--- config.mk ---
export PLATFORM = sky130hd
export DESIGN_NAME = kbh_host_if
export DESIGN_NICKNAME = d
export VERILOG_FILES = /design/src/core/kbh_fifo.v /design/src/core/kbh_host_if.v
export VERILOG_INCLUDE_DIRS = /design/src /design/src/core
export SDC_FILE = /design/constraint.sdc
export NUM_CORES = 1
export LEC_CHECK = 0
export ABC_AREA = 0
export BUFFER_PORTS_ARGS = -buffer_cell sky130_fd_sc_hd__clkbuf_2
export CORE_ASPECT_RATIO = 1.5
export CORE_UTILIZATION = 51
export DETAILED_ROUTE_END_ITERATION = 8
export GPL_TIMING_DRIVEN = 0
export PLACE_DENSITY = 0.87
export SYNTH_ARGS = -nofsm -noshare
export SYNTH_HDL_FRONTEND = slang
export SYNTH_SLANG_ARGS = --single-unit
--- constraint.sdc ---
create_clock -name clk -period 3.9 [get_ports clk]
set_clock_uncertainty 0.1 [all_clocks]
set_input_delay 0.585 -clock clk [delete_from_list [all_inputs] [get_ports clk]]
set_output_delay 0.585 -clock clk [all_outputs]
set_load 0.01 [all_outputs]
--- src/core/kbh_defines.vh ---
// Purpose: Constants for the keyboard controller host interface.
// Assumes: Byte-wide host and controller ports on one 50 MHz clock.
// Notes:   Offsets are host I/O addresses.
`ifndef KBH_DEFINES_VH
`define KBH_DEFINES_VH
`define KBH_DATA_PORT        8'h60
`define KBH_CMD_STAT_PORT    8'h64
`define KBH_ADDR_TWO_BIT     2
`define KBH_STAT_OBF         0
`define KBH_STAT_IBF         1
`define KBH_STAT_CD          3
`define KBH_STAT_RESET       8'h00
`define KBH_STAT_FW_MASK     8'hF4
`define KBH_CLK_MHZ          50
`define KBH_PULLUP_HOLD_NS   500
`define KBH_PULLUP_HOLD_CYC  ((`KBH_PULLUP_HOLD_NS * `KBH_CLK_MHZ) / 1000)
`define KBH_FIFO_DEPTH       4
`define KBH_PWR_RUN          2'h0
`define KBH_PWR_SOFT         2'h1
`define KBH_PWR_HARD         2'h2
`endif

--- src/core/kbh_fifo.v ---
// Purpose: Small valid/ready FIFO for the controller-to-host byte stream.
// Assumes: Single clock, asynchronous active-high reset.
// Notes:   Depth must be a power of two.
`timescale 1ns/1ns
module kbh_fifo #(
  parameter WIDTH = 8,
  parameter DEPTH = 4,
  parameter AW    = 2
) (
  // Clock and reset
  input  wire             clk,
  input  wire             rst,
  // Fill side
  input  wire             in_valid,
  output wire             in_ready,
  input  wire [WIDTH-1:0] in_data,
  // Drain side
  output wire             out_valid,
  input  wire             out_ready,
  output wire [WIDTH-1:0] out_data
);
  reg [WIDTH-1:0] mem [0:DEPTH-1];
  reg [AW:0]      wr_ptr;
  reg [AW:0]      rd_ptr;
  wire            full;
  wire            empty;
  wire            push;
  wire            pop;

  assign full      = (wr_ptr[AW] != rd_ptr[AW]) && (wr_ptr[AW-1:0] == rd_ptr[AW-1:0]);
  assign empty     = (wr_ptr == rd_ptr);
  assign in_ready  = !full;
  assign out_valid = !empty;
  assign out_data  = mem[rd_ptr[AW-1:0]];
  assign push      = in_valid && !full;
  assign pop       = out_ready && !empty;

  always @(posedge clk) begin
    if (push) begin
      mem[wr_ptr[AW-1:0]] <= in_data;
    end
  end

  always @(posedge clk or posedge rst) begin
    if (rst) begin
      wr_ptr <= {(AW+1){1'b0}};
      rd_ptr <= {(AW+1){1'b0}};
    end else begin
      if (push) begin
        wr_ptr <= wr_ptr + 1'b1;
      end
      if (pop) begin
        rd_ptr <= rd_ptr + 1'b1;
      end
    end
  end
endmodule

--- src/core/kbh_host_if.v ---
// Purpose: Host mailbox, status, interrupt outputs and port pins of a keyboard controller.
// Assumes: Host strobes and controller CPU strobes are one-cycle pulses on clk.
// Notes:   Controller writes to the output buffer queue in a FIFO; the head is the
//          byte the host sees at the data port.
`timescale 1ns/1ns
`include "kbh_defines.vh"
module kbh_host_if #(
  parameter HOLD_CYC = `KBH_PULLUP_HOLD_CYC,
  parameter DEPTH    = `KBH_FIFO_DEPTH
) (
  // Clock and reset
  input  wire       clk,
  input  wire       rst,
  // Host I/O port
  input  wire [7:0] host_addr,
  input  wire       host_wr,
  input  wire       host_rd,
  input  wire [7:0] host_wdata,
  output reg  [7:0] host_rdata,
  // Controller CPU side
  input  wire       cpu_obuf_wr,
  input  wire [7:0] cpu_obuf_wdata,
  output wire       cpu_obuf_ready,
  input  wire       cpu_ibuf_rd,
  output reg  [7:0] cpu_ibuf_rdata,
  input  wire       cpu_stat_wr,
  input  wire [7:0] cpu_stat_wdata,
  output wire [7:0] cpu_status,
  input  wire       cpu_en_flags,
  input  wire       cpu_clr_obf,
  input  wire [7:0] cpu_port2,
  input  wire [7:0] cpu_port1_mask,
  input  wire       open_drain_mode,
  // Controller CPU core sense and power
  output wire       first_test_input,
  output wire       second_test_input,
  output wire       kbd_data_sense_bit,
  output wire       mouse_data_sense_bit,
  input  wire       cpu_halt,
  input  wire       cpu_stop,
  input  wire       ibf_irq_enable,
  input  wire       timer_overflow,
  output wire       alu_clk_enable,
  output wire       osc_enable,
  output reg        wake_call_irq,
  output reg        wake_continue,
  output wire       cpu_irq_ibf,
  output wire       cpu_irq_timer,
  // Host interrupts and gate
  output reg        keyboard_interrupt_out,
  output reg        mouse_interrupt_out,
  output wire       address_line_gate,
  // General port pins a, b, c
  input  wire [2:0] gp_pin_in,
  output reg  [2:0] gp_pin_out,
  output reg  [2:0] gp_pin_oe,
  // Keyboard and mouse open-drain pins
  input  wire       keyboard_clock_pin_in,
  output wire       keyboard_clock_pin_oe,
  input  wire       keyboard_data_pin_in,
  output wire       keyboard_data_pin_oe,
  input  wire       mouse_clock_pin_in,
  output wire       mouse_clock_pin_oe,
  input  wire       mouse_data_pin_in,
  output wire       mouse_data_pin_oe
);

  //////////////////////////////////////////////////////////////////////////////
  // Mailbox state

  reg  [7:0] controller_input_buffer;
  reg  [7:0] status;
  reg        output_buffer_full;
  reg        en_flags;
  reg  [1:0] pwr_state;
  wire       input_buffer_full;
  wire       host_data_wr;
  wire       host_cmd_wr;
  wire       host_any_wr;
  wire       host_data_rd;
  wire       host_stat_rd;
  wire       fifo_valid;
  wire [7:0] fifo_data;
  wire       host_pop;

  function is_port;
    input [7:0] a;
    input [7:0] p;
    begin
      is_port = (a == p);
    end
  endfunction

  assign host_data_wr = host_wr && is_port(host_addr, `KBH_DATA_PORT);
  assign host_cmd_wr  = host_wr && is_port(host_addr, `KBH_CMD_STAT_PORT);
  assign host_any_wr  = host_data_wr || host_cmd_wr;
  assign host_data_rd = host_rd && is_port(host_addr, `KBH_DATA_PORT);
  assign host_stat_rd = host_rd && is_port(host_addr, `KBH_CMD_STAT_PORT);

  assign input_buffer_full = status[`KBH_STAT_IBF];
  assign cpu_status        = status;

  // Enhanced flag mode latches once firmware executes its enable.
  always @(posedge clk or posedge rst) begin
    if (rst) begin
      en_flags <= 1'b0;
    end else if (cpu_en_flags) begin
      en_flags <= 1'b1;
    end
  end

  // Host writes load the input buffer and qualify C/D from address line two.
  always @(posedge clk or posedge rst) begin
    if (rst) begin
      controller_input_buffer <= 8'h00;
    end else if (host_any_wr) begin
      controller_input_buffer <= host_wdata;
    end
  end

  always @(posedge clk or posedge rst) begin
    if (rst) begin
      cpu_ibuf_rdata <= 8'h00;
    end else if (cpu_ibuf_rd) begin
      cpu_ibuf_rdata <= controller_input_buffer;
    end
  end

  //////////////////////////////////////////////////////////////////////////////
  // Output buffer queue

  // The host pops on a data read and the flag drops; in plain mode firmware may
  // also drop it early, and only enhanced mode raises it again for queued bytes.
  assign host_pop = host_data_rd && fifo_valid;

  kbh_fifo #(
    .WIDTH (8),
    .DEPTH (DEPTH),
    .AW    (2)
  ) u_obuf (
    .clk       (clk),
    .rst       (rst),
    .in_valid  (cpu_obuf_wr),
    .in_ready  (cpu_obuf_ready),
    .in_data   (cpu_obuf_wdata),
    .out_valid (fifo_valid),
    .out_ready (host_pop),
    .out_data  (fifo_data)
  );

  // Set wins over clear: a new byte keeps the flag up; a queued byte raises it again only in enhanced mode.
  always @(posedge clk or posedge rst) begin
    if (rst) begin
      output_buffer_full <= 1'b0;
    end else if (cpu_obuf_wr && cpu_obuf_ready) begin
      output_buffer_full <= 1'b1;
    end else if (host_data_rd) begin
      output_buffer_full <= 1'b0;
    end else if (cpu_clr_obf && !en_flags) begin
      output_buffer_full <= 1'b0;
    end else if (!output_buffer_full && fifo_valid && en_flags) begin
      output_buffer_full <= 1'b1;
    end
  end

  //////////////////////////////////////////////////////////////////////////////
  // Status register

  always @(posedge clk or posedge rst) begin
    if (rst) begin
      status <= `KBH_STAT_RESET;
    end else begin
      if (cpu_stat_wr) begin
        status <= (status & ~`KBH_STAT_FW_MASK) | (cpu_stat_wdata & `KBH_STAT_FW_MASK);
      end
      status[`KBH_STAT_OBF] <= output_buffer_full;
      if (host_any_wr) begin
        status[`KBH_STAT_CD]  <= host_addr[`KBH_ADDR_TWO_BIT];
        status[`KBH_STAT_IBF] <= 1'b1;
      end else if (cpu_ibuf_rd) begin
        status[`KBH_STAT_IBF] <= 1'b0;
      end
    end
  end

  always @(posedge clk or posedge rst) begin
    if (rst) begin
      host_rdata <= 8'h00;
    end else if (host_stat_rd) begin
      host_rdata <= {status[7:1], output_buffer_full};
    end else if (host_data_rd) begin
      host_rdata <= fifo_data;
    end
  end

  //////////////////////////////////////////////////////////////////////////////
  // Host interrupt outputs

  always @(posedge clk or posedge rst) begin
    if (rst) begin
      keyboard_interrupt_out <= 1'b0;
      mouse_interrupt_out    <= 1'b0;
    end else if (en_flags) begin
      keyboard_interrupt_out <= cpu_port2[4] & output_buffer_full;
      mouse_interrupt_out    <= cpu_port2[5] & ~input_buffer_full;
    end else begin
      keyboard_interrupt_out <= cpu_port2[4];
      mouse_interrupt_out    <= cpu_port2[5];
    end
  end

  assign address_line_gate = cpu_port2[1];

  //////////////////////////////////////////////////////////////////////////////
  // General port pins with timed active pull-up

  // Pin mode comes only from these controls, so there is no input or invert
  // path for general-purpose configuration to reach.
  wire [2:0] gp_bit;
  assign gp_bit = {cpu_port1_mask[7], cpu_port1_mask[6], cpu_port1_mask[2]};

  genvar g;
  generate
    for (g = 0; g < 3; g = g + 1) begin : gp_drv
      reg [15:0] hold_cnt;
      reg        last_bit;
      always @(posedge clk or posedge rst) begin
        if (rst) begin
          hold_cnt      <= 16'h0000;
          last_bit      <= 1'b0;
          gp_pin_out[g] <= 1'b0;
          gp_pin_oe[g]  <= 1'b1;
        end else begin
          last_bit <= gp_bit[g];
          if (!gp_bit[g]) begin
            gp_pin_out[g] <= 1'b0;
            gp_pin_oe[g]  <= 1'b1;
            hold_cnt      <= 16'h0000;
          end else if (open_drain_mode) begin
            gp_pin_oe[g]  <= 1'b0;
            hold_cnt      <= 16'h0000;
          end else if (!last_bit) begin
            gp_pin_out[g] <= 1'b1;
            gp_pin_oe[g]  <= 1'b1;
            hold_cnt      <= HOLD_CYC[15:0];
          end else if (hold_cnt > 16'h0001) begin
            hold_cnt      <= hold_cnt - 16'h0001;
          end else begin
            hold_cnt      <= 16'h0000;
            gp_pin_oe[g]  <= 1'b0;
          end
        end
      end
    end
  endgenerate

  //////////////////////////////////////////////////////////////////////////////
  // Keyboard and mouse lines

  // Port bit one pulls the wire low; pin levels feed back to the core.
  assign keyboard_clock_pin_oe = cpu_port2[6];
  assign keyboard_data_pin_oe  = cpu_port2[7];
  assign mouse_clock_pin_oe    = cpu_port2[3];
  assign mouse_data_pin_oe     = cpu_port2[2];
  assign first_test_input      = keyboard_clock_pin_in;
  assign kbd_data_sense_bit    = keyboard_data_pin_in;
  assign second_test_input     = mouse_clock_pin_in;
  assign mouse_data_sense_bit  = mouse_data_pin_in;

  //////////////////////////////////////////////////////////////////////////////
  // Power-down and core interrupts

  assign cpu_irq_ibf   = input_buffer_full & ibf_irq_enable;
  assign cpu_irq_timer = timer_overflow;

  always @(posedge clk or posedge rst) begin
    if (rst) begin
      pwr_state     <= `KBH_PWR_RUN;
      wake_call_irq <= 1'b0;
      wake_continue <= 1'b0;
    end else begin
      wake_call_irq <= 1'b0;
      wake_continue <= 1'b0;
      case (pwr_state)
        `KBH_PWR_RUN: begin
          if (cpu_stop) begin
            pwr_state <= `KBH_PWR_HARD;
          end else if (cpu_halt) begin
            pwr_state <= `KBH_PWR_SOFT;
          end
        end
        `KBH_PWR_SOFT, `KBH_PWR_HARD: begin
          if (host_any_wr) begin
            pwr_state     <= `KBH_PWR_RUN;
            wake_call_irq <= ibf_irq_enable;
            wake_continue <= ~ibf_irq_enable;
          end
        end
        default: pwr_state <= `KBH_PWR_RUN;
      endcase
    end
  end

  assign alu_clk_enable = (pwr_state == `KBH_PWR_RUN);
  assign osc_enable     = (pwr_state != `KBH_PWR_HARD);

  // Pin inputs of general ports are not used by this block.
  wire unused_gp = |gp_pin_in;

endmodule

==> results of run 1 <==
## area by class of cell
type	count	area, um^2
Buffer	24	137.6
Clock buffer	17	425.4
Clock inverter	15	121.4
Fill cell	850	4260
Inverter	21	81.33
Multi-Input combinational cell	303	2227
Sequential cell	135	3542
Tap cell	150	187.7
Timing Repair Buffer	93	488.0
## stage by stage
step | total power, mW | setup WS, ns | cell area, um^2 | util, % | instances
2_1_floorplan | 2.556 | 0.5161 | 5986 | - | 483
3_3_place_gp | 2.763 | -0.5479 | 6634 | 57.83 | 725
3_5_place_dp | 2.839 | 1.307 | 6664 | 58.09 | 726
4_1_cts | 4.319 | 1.282 | 7211 | 62.86 | 758
5_1_grt | 4.517 | 1.016 | 7211 | 62.86 | 758
6_report | 4.297 | 1.241 | 7211 | 62.86 | 758
## state kept, by name (all words and copies together), names as in the netlist, 2 cells and up
name	count
controller_input_buffer	8
cpu_status	8
gp_pin_oe	3
pwr_state	2
u_obuf.mem	32
u_obuf.rd_ptr	3
gp_drv.last_bit	3
host_rdata	8
gp_pin_out	3
gp_drv.hold_cnt	48
cpu_ibuf_rdata	8
u_obuf.wr_ptr	3
## power breakdown
part	switching [mW]	internal (mW)
sequential	0.133	1.64
clock	0.646	0.822
combinational	0.591	0.461
## routing by layer
layer  vias to the layer above  routed length [um]  track usage (%)
li1                       1945                   -                -
met1                      2112                4828            23.27
met2                       121                6936            39.78
met3                        21                 510            5.631
met4                         0                 205            8.423
met5                         -                   0                0
## Yosys cell counts, types with 9 or more instances
library cell,count,share of area (%)
xor2_1,20,2.9
nand2_1,29,1.8
buf_4,10,1.3
nor4_1,10,1.0
dfrtp_1,100,42
nor3_1,12,1.0
mux2_2,24,4.5
nor2_1,49,3.1
clkbuf_1,10,0.63
edfxtp_1,32,16
ha_1,13,2.7
mux2i_1,9,1.5
o21ai_0,18,1.5
inv_1,21,1.3
xnor2_1,21,3.1
## worst paths after layout
check	start	to	slack (ns)	cells past startpoint
max	gp_drv[2].hold_cnt[4]	gp_drv[2].hold_cnt[9]	1.24	5
min	rst	host_rdata[1]	0.09	2
max reg2reg	gp_drv[2].hold_cnt[4]	gp_drv[2].hold_cnt[9]	1.24	5
min reg2reg	output_buffer_full	cpu_status[0]	0.31	0
max in group asynchronous	rst	gp_pin_oe[1]	2.88	3
min in group clk	cpu_port1_mask[7]	gp_drv[2].last_bit	0.23	1
## cells by family (layout without fill, tap and decap cells)
logic type	Yosys count	after routing	share of synthesized area, %
compound gates	55	55	6.271
flops	135	135	59.18
mux	41	41	9.030
buf+inv	45	170	3.616
fa+ha+maj	13	13	2.717
simple gates	153	153	13.19
xor+xnor	41	41	5.999
==> results.sh, run 1 <==
export IMPL_synth_cells=483
export IMPL_required_ns=4.08
export IMPL_drt_pass1_iterations=4
export IMPL_antenna_found_initial=0
export IMPL_cts_hold_buf=0
export IMPL_avgSynthCellArea_um2=12.39
export IMPL_end_kind="register"
export IMPL_cts_repair_resized=0
export IMPL_synth_cell_types=53
export IMPL_viasPerCell=5.540
export IMPL_hpwl_um=8828
export IMPL_vdd_drop_max_v=0.0004068
export IMPL_drt_iter0_drc=231
export IMPL_crit_fanout=10
export IMPL_die_w_um=90.46
export IMPL_whs_ns=0.08589
export IMPL_async_flop_share_pct=76.30
export IMPL_setup_tns_ns=0
export IMPL_drive_above_1_share_pct=29.93
export IMPL_wl_um=12480
export IMPL_synth_fp_nets=565
export IMPL_start_util_pct=52.18
export IMPL_cts_max_path_buffers=2
export IMPL_ys_seq_area_share_pct=59.18
export IMPL_fp_dieH_um=134.7
export IMPL_syn_area_um2=5986
export IMPL_grt_util_all_layers_pct=21.47
export IMPL_fmax_mhz=376.1
export IMPL_post_cts_buffers=0
export IMPL_clockRootBuffer="clkbuf_16"
export IMPL_layout_commonest_cell="dfrtp_1"
export IMPL_crit_chain="nor4_2 -> o2111ai_1 -> o211ai_1 -> clkbuf_1 -> nor2_1"
export IMPL_port_buffers=92
export IMPL_period_minus_slack_ns=2.659
export IMPL_drv_slew=0
export IMPL_relSlewSlack_pct=38.20
export IMPL_grt_pass1_vias=4333
export IMPL_hold_violations=0
export IMPL_gp_congestion=0.8208
export IMPL_arrival_ns=2.84
export IMPL_area_delta_synth_final_pct=20.46
export IMPL_vias=4199
export IMPL_clkTransAtPathRegs_ns=0.07
export IMPL_power_density_nw_per_um2=595.9
export IMPL_io_pins=117
export IMPL_ys_ff_latch=135
export IMPL_cts_tree="done"
export IMPL_maxCapViolCount=0
export IMPL_nets=677
export IMPL_crit_path_top_delay_cell="nor4_2"
export IMPL_grt_overflow=0
export IMPL_numCtsBuffers=17
export IMPL_crit_path_max_incr_delay_ns=0.83
export IMPL_yosysWarnings=0
export IMPL_ant_nets=0
export IMPL_cts_sinks=135
export IMPL_worst_setup_path_start_kind="register"
export IMPL_fp_dieArea_um2=12180
export IMPL_core_um2=11470
export IMPL_crit_family="simple AND/OR/NAND/NOR gates"
export IMPL_fp_row_count=48
export IMPL_clock_latency_ns=0.42
export IMPL_drc_errors=0
export IMPL_synthFlopType="dfrtp_1"
export IMPL_p_leak_nw=3.333
export IMPL_grt_max_degree=68
export IMPL_tightest_slew_ns=0.9193
export IMPL_rsz0062_at_grt="no"
export IMPL_min_period_over_period_pct=68.17
export IMPL_run_status="finished, final reports clean"
export IMPL_min_path_type="in -> async"
export IMPL_wl_per_cell_um=16.47
export IMPL_n_antenna_cell=0
export IMPL_layout_common_cells="100 x dfrtp_1, 93 x clkbuf_2, 49 x nor2_1"
export IMPL_crit_type="reg -> reg"
export IMPL_grt_pass1_wl_um=20270
export IMPL_cts_htree_levels=4
export IMPL_crit_buf_inv=1
export IMPL_finalSetupViolCount=0
export IMPL_synth_edff_count=32
Note: power is estimated with default switching activity, not from simulation.
==> inputs of run 2 (changes only) <==
CORE_UTILIZATION = 50   (was 51)
PLACE_DENSITY = 0.88   (was 0.87)
clock period = 2.4 ns   (was 3.9 ns; I/O delays follow)
==> results.sh, run 2 (synthesis results as in run 1) <==
export IMPL_run_status="complete, but fails checks"
export IMPL_violations="setup timing"
export IMPL_utilization_pct=63.77
export IMPL_p_leak_nw=3.418
export IMPL_fmax_mhz=414.3
export IMPL_vias=4242
export IMPL_cts_sinks=135
export IMPL_cts_htree_levels=4
export IMPL_fin_ws_ns=-0.01379
export IMPL_grt_overflow=0
export IMPL_clockRootBuffer="clkbuf_16"
export IMPL_viasPerCell=5.531
export IMPL_grt_pass1_vias=4633
export IMPL_grt_max_degree=44
export IMPL_post_dp_cell_area_um2=6678
export IMPL_wl_um=13040
export IMPL_required_ns=2.58
export IMPL_end_kind="register"
export IMPL_cts_max_path_buffers=2
export IMPL_pre_cts_slack_ns=-0.1880
export IMPL_drc_errors=0
export IMPL_area_delta_synth_final_pct=23.49
export IMPL_fp_row_count=48
export IMPL_clkTransAtPathRegs_ns=0.06
export IMPL_use_met1_pct=24.10
export IMPL_cts_tree="done"
export IMPL_busiest_layer="met2"
export IMPL_antenna_found_initial=0
export IMPL_fp_dieArea_um2=12420
export IMPL_grt_use_met3_pct=4.866
export IMPL_largest_register="gp_drv.hold_cnt"
export IMPL_drv_slew=0
export IMPL_crit_fanout=6
export IMPL_numCtsBuffers=17
export IMPL_core_um2=11590
export IMPL_ant_nets=0
export IMPL_relSlewSlack_pct=51.24
export IMPL_grt_util_all_layers_pct=22.60
export IMPL_min_path_cells=1
export IMPL_die_w_um=91.34
export IMPL_whs_ns=0.02239
export IMPL_clock_latency_ns=0.41
export IMPL_r2r_cells=5
export IMPL_port_buffers=92
export IMPL_grt_pass1_wl_um=21580
export IMPL_nets=686
export IMPL_finalSetupViolCount=2
export IMPL_period_minus_slack_ns=2.414
export IMPL_start_util_pct=51.64
export IMPL_grtUsageMet2_pct=42.59
export IMPL_tightest_slew_ns=0.7315
export IMPL_fp_dieH_um=136.0
export IMPL_hpwl_um=9088
export IMPL_gp_congestion=0.7928
export IMPL_maxCapViolCount=0
export IMPL_layout_common_cells="98 x dfrtp_1, 93 x clkbuf_2, 49 x nor2_1"
export IMPL_wl_per_cell_um=17.01
export IMPL_min_path_type="in -> reg"
export IMPL_crit_type="reg -> reg"
export IMPL_postLayoutCellArea_um2=7392
export IMPL_drt_iter0_drc=196
export IMPL_drt_pass1_iterations=5
export IMPL_io_pins=117
export IMPL_hold_violations=0
export IMPL_n_antenna_cell=0
export IMPL_layout_commonest_cell="dfrtp_1"
export IMPL_vdd_drop_max_v=0.0006221
export IMPL_largest_register_ff_count=48
export IMPL_worst_setup_path_start_kind="register"
export IMPL_drive_above_1_share_pct=31.28
export IMPL_arrival_ns=2.60
export IMPL_power_density_nw_per_um2=984.9
export IMPL_min_period_over_period_pct=100.6
export IMPL_rsz0062_at_grt="yes"
[run 2: path summary, 6_finish.rpt]
| path | from | endpoint | slack [ns] |
|---|---|---|---|
| worst max-delay path | gp_drv[0].hold_cnt[2] | gp_drv[0].hold_cnt[9] | -0.01 |
| worst min-delay path | cpu_port1_mask[2] | gp_drv[0].last_bit | 0.02 |
| worst max register to register | gp_drv[0].hold_cnt[2] | gp_drv[0].hold_cnt[9] | -0.01 |
| worst min register to register | output_buffer_full | cpu_status[0] | 0.32 |
| max in group asynchronous | rst | gp_pin_oe[2] | 1.11 |
| min in group asynchronous | rst | cpu_status[4] | 0.46 |
[run 2: what timing repair did]
| item | CTS | global route |
|---|---|---|
| hold buffers | 3 | 0 |
| pin swaps | 2 | 2 |
| endpoints found under the hold margin | 21 | 0 |
| setup buffers | 4 | 0 |
| gates cloned | 1 | 0 |
| resized for setup | 8 | 6 |
| endpoints found under the setup margin | 23 | 29 |
[run 2: final cells by class]
type,instances,area (um^2)
buffer,24,147.6
clock buffer,18,429.2
clock inverter,14,158.9
fill,836,4199
inverter,21,82.58
multi-input combinational,303,2270
sequential,135,3545
tap,150,187.7
timing repair buffer,102,571.8
[run 2: critical path, stage by stage, from the launching register on]
cell and delay (ns):
dfrtp_2 0.45, or4_1 0.54, or4_4 0.60, o311ai_4 0.36
buf_4 0.20, a21oi_1 0.05
[run 2: routing by layer]
layer / wire length, um / up-vias
li1: - / 1949
met1: 4960 / 2130
met2: 7292 / 133
met3: 507 / 30
met4: 284 / 0
met5: 0 / -
[run 2: per-stage QoR]
step	std cells	power [mW]	setup TNS [ns]
after floorplan	483	4.154	0
after global placement	725	4.487	-0.4964
after detailed placement	727	4.626	-1.985
after CTS	767	7.271	0
after global routing	767	7.630	-0.06589
final	767	7.281	-0.01474
[run 2: power by group]
part           internal [mW]  total, mW  switching [mW]
clock                   1.62       2.59           0.969
sequential              2.67       2.89           0.221
combinational          0.795       1.80            1.00
total                   5.09       7.28            2.19
==> inputs of run 3 (changes only) <==
RECOVER_POWER = 25   (was unset)
==> results.sh, run 3 (synthesis results as in run 1) <==
export IMPL_run_status="complete, but fails checks"
export IMPL_violations="setup timing"
export IMPL_end_kind="register"
export IMPL_wl_per_cell_um=16.98
export IMPL_start_util_pct=51.64
export IMPL_power_density_nw_per_um2=988.3
export IMPL_min_path_type="in -> reg"
export IMPL_clkTransAtPathRegs_ns=0.06
export IMPL_worst_setup_path_start_kind="register"
export IMPL_gp_congestion=0.7928
export IMPL_largest_register_ff_count=48
export IMPL_io_pins=117
export IMPL_clockRootBuffer="clkbuf_16"
export IMPL_drt_pass1_iterations=4
export IMPL_drive_above_1_share_pct=27.71
export IMPL_whs_ns=0.03645
export IMPL_fmax_mhz=416.0
export IMPL_final_fill_count=851
export IMPL_cts_tree="done"
export IMPL_ant_nets=0
export IMPL_crit_path_top_delay_cell="or4_4"
export IMPL_vias=4253
export IMPL_power_total_mw=7.276
export IMPL_required_ns=2.58
export IMPL_finalSetupViolCount=1
export IMPL_layout_common_cells="98 x dfrtp_1, 71 x clkbuf_2, 49 x nor2_1"
export IMPL_rsz0062_at_grt="yes"
export IMPL_postLayoutCellArea_um2=7362
export IMPL_pre_cts_slack_ns=-0.1880
export IMPL_die_w_um=91.34
export IMPL_cts_htree_levels=4
export IMPL_vdd_drop_max_v=0.0006218
export IMPL_power_frac_comb_pct=24.6
export IMPL_fp_row_count=48
export IMPL_area_delta_synth_final_pct=22.99
export IMPL_port_buffers=92
export IMPL_fp_dieH_um=136.0
export IMPL_drt_iter0_drc=241
export IMPL_p_leak_nw=3.353
export IMPL_fin_cells=767
export IMPL_grt_max_degree=44
export IMPL_crit_chain="or4_1 -> or4_4 -> o311ai_4 -> buf_4 -> a21oi_1"
export IMPL_hold_violations=0
export IMPL_nets=686
export IMPL_setup_tns_ns=-0.003588
export IMPL_grt_overflow=0
export IMPL_p_switching_mw=2.193
export IMPL_utilization_pct=63.51
export IMPL_crit_fanout=6
export IMPL_maxCapViolCount=0
export IMPL_hpwl_um=9088
export IMPL_wl_um=13020
export IMPL_power_share_switching_pct=30.14
export IMPL_numCtsBuffers=17
export IMPL_grt_pass1_wl_um=21580
export IMPL_crit_family="simple AND/OR/NAND/NOR gates"
export IMPL_core_um2=11590
export IMPL_arrival_ns=2.59
export IMPL_grt_util_all_layers_pct=22.60
export IMPL_post_dp_cell_area_um2=6678
export IMPL_grt_pass1_vias=4633
export IMPL_min_period_over_period_pct=100.1
export IMPL_cts_max_path_buffers=2
export IMPL_drv_slew=0
export IMPL_clkPwrFrac_pct=35.6
export IMPL_period_minus_slack_ns=2.404
export IMPL_clock_latency_ns=0.41
export IMPL_n_antenna_cell=0
export IMPL_crit_path_max_incr_delay_ns=0.60
export IMPL_crit_buf_inv=1
export IMPL_cts_sinks=135
export IMPL_fin_ws_ns=-0.003588
export IMPL_largest_register="gp_drv.hold_cnt"
export IMPL_relSlewSlack_pct=27.07
export IMPL_fp_dieArea_um2=12420
export IMPL_layout_commonest_cell="dfrtp_1"
export IMPL_crit_type="reg -> reg"
export IMPL_dp_cells=727
export IMPL_antenna_found_initial=0
export IMPL_drc_errors=0
export IMPL_tightest_slew_ns=1.088
export IMPL_viasPerCell=5.545
export IMPL_intPower_mw=5.083
export IMPL_seq_power_share_pct=39.8
## run 3: cell counts in the layout (fill, tap and decap cells not counted)
No cell type changed its count.
## run 3: area by class of cell
type | instances | area, um^2 | share of cell area [%]
clock inverters | 14 | 158.9 | 2.158
repair buffers | 102 | 544.3 | 7.393
plain buffers | 24 | 147.6 | 2.005
multi-input cells | 303 | 2270 | 30.83
flip-flops and latches | 135 | 3545 | 48.15
well taps | 150 | 187.7 | 2.549
clock buffers | 18 | 429.2 | 5.829
inverters | 21 | 80.08 | 1.088
## run 3: metal layers
layer	track usage, %	up-vias	share of wire, %
met1	24.10	2136	38
li1	-	1952	-
met5	0	-	0
met2	42.59	134	56
met3	4.866	31	4.0
met4	9.965	0	2.2
## run 3: power groups by stage
| stage | Clock (mW) | Combinational [mW] | Sequential (mW) |
|---|---|---|---|
| after floorplan | 0 | 1.26 | 2.89 |
| after global placement | 0 | 1.59 | 2.89 |
| after detailed placement | 0 | 1.70 | 2.92 |
| after CTS | 2.62 | 1.77 | 2.89 |
| after global routing | 2.71 | 1.98 | 2.93 |
| final | 2.59 | 1.79 | 2.89 |
## run 3: path summary, 6_finish.rpt
check                                       from  slack [ns]  depth (start not counted)                     to
max in group asynchronous                    rst        0.82                          4           gp_pin_oe[2]
min                                 cpu_en_flags        0.04                          2               en_flags
max                        gp_drv[0].hold_cnt[2]      -0.004                          5  gp_drv[0].hold_cnt[9]
min reg2reg                   output_buffer_full        0.32                          0          cpu_status[0]
max reg2reg                gp_drv[0].hold_cnt[2]      -0.004                          5  gp_drv[0].hold_cnt[9]
min in group asynchronous                    rst        0.61                          3          cpu_status[4]
## run 3: worst register-to-register path: stages (launching register included)
cell and delay [ns]:
dfrtp_2 0.45, or4_1 0.54, or4_4 0.60, o311ai_4 0.36
buf_4 0.20, a21oi_1 0.05
## run 3: timing repair
item | in CTS | in global routing
gates resized for setup | 8 | 6
setup endpoints to repair | 23 | 29
pin swaps | 2 | 2
hold buffers | 3 | 0
setup buffers | 4 | 0
cloned | 1 | 0
hold endpoints to repair | 21 | 0
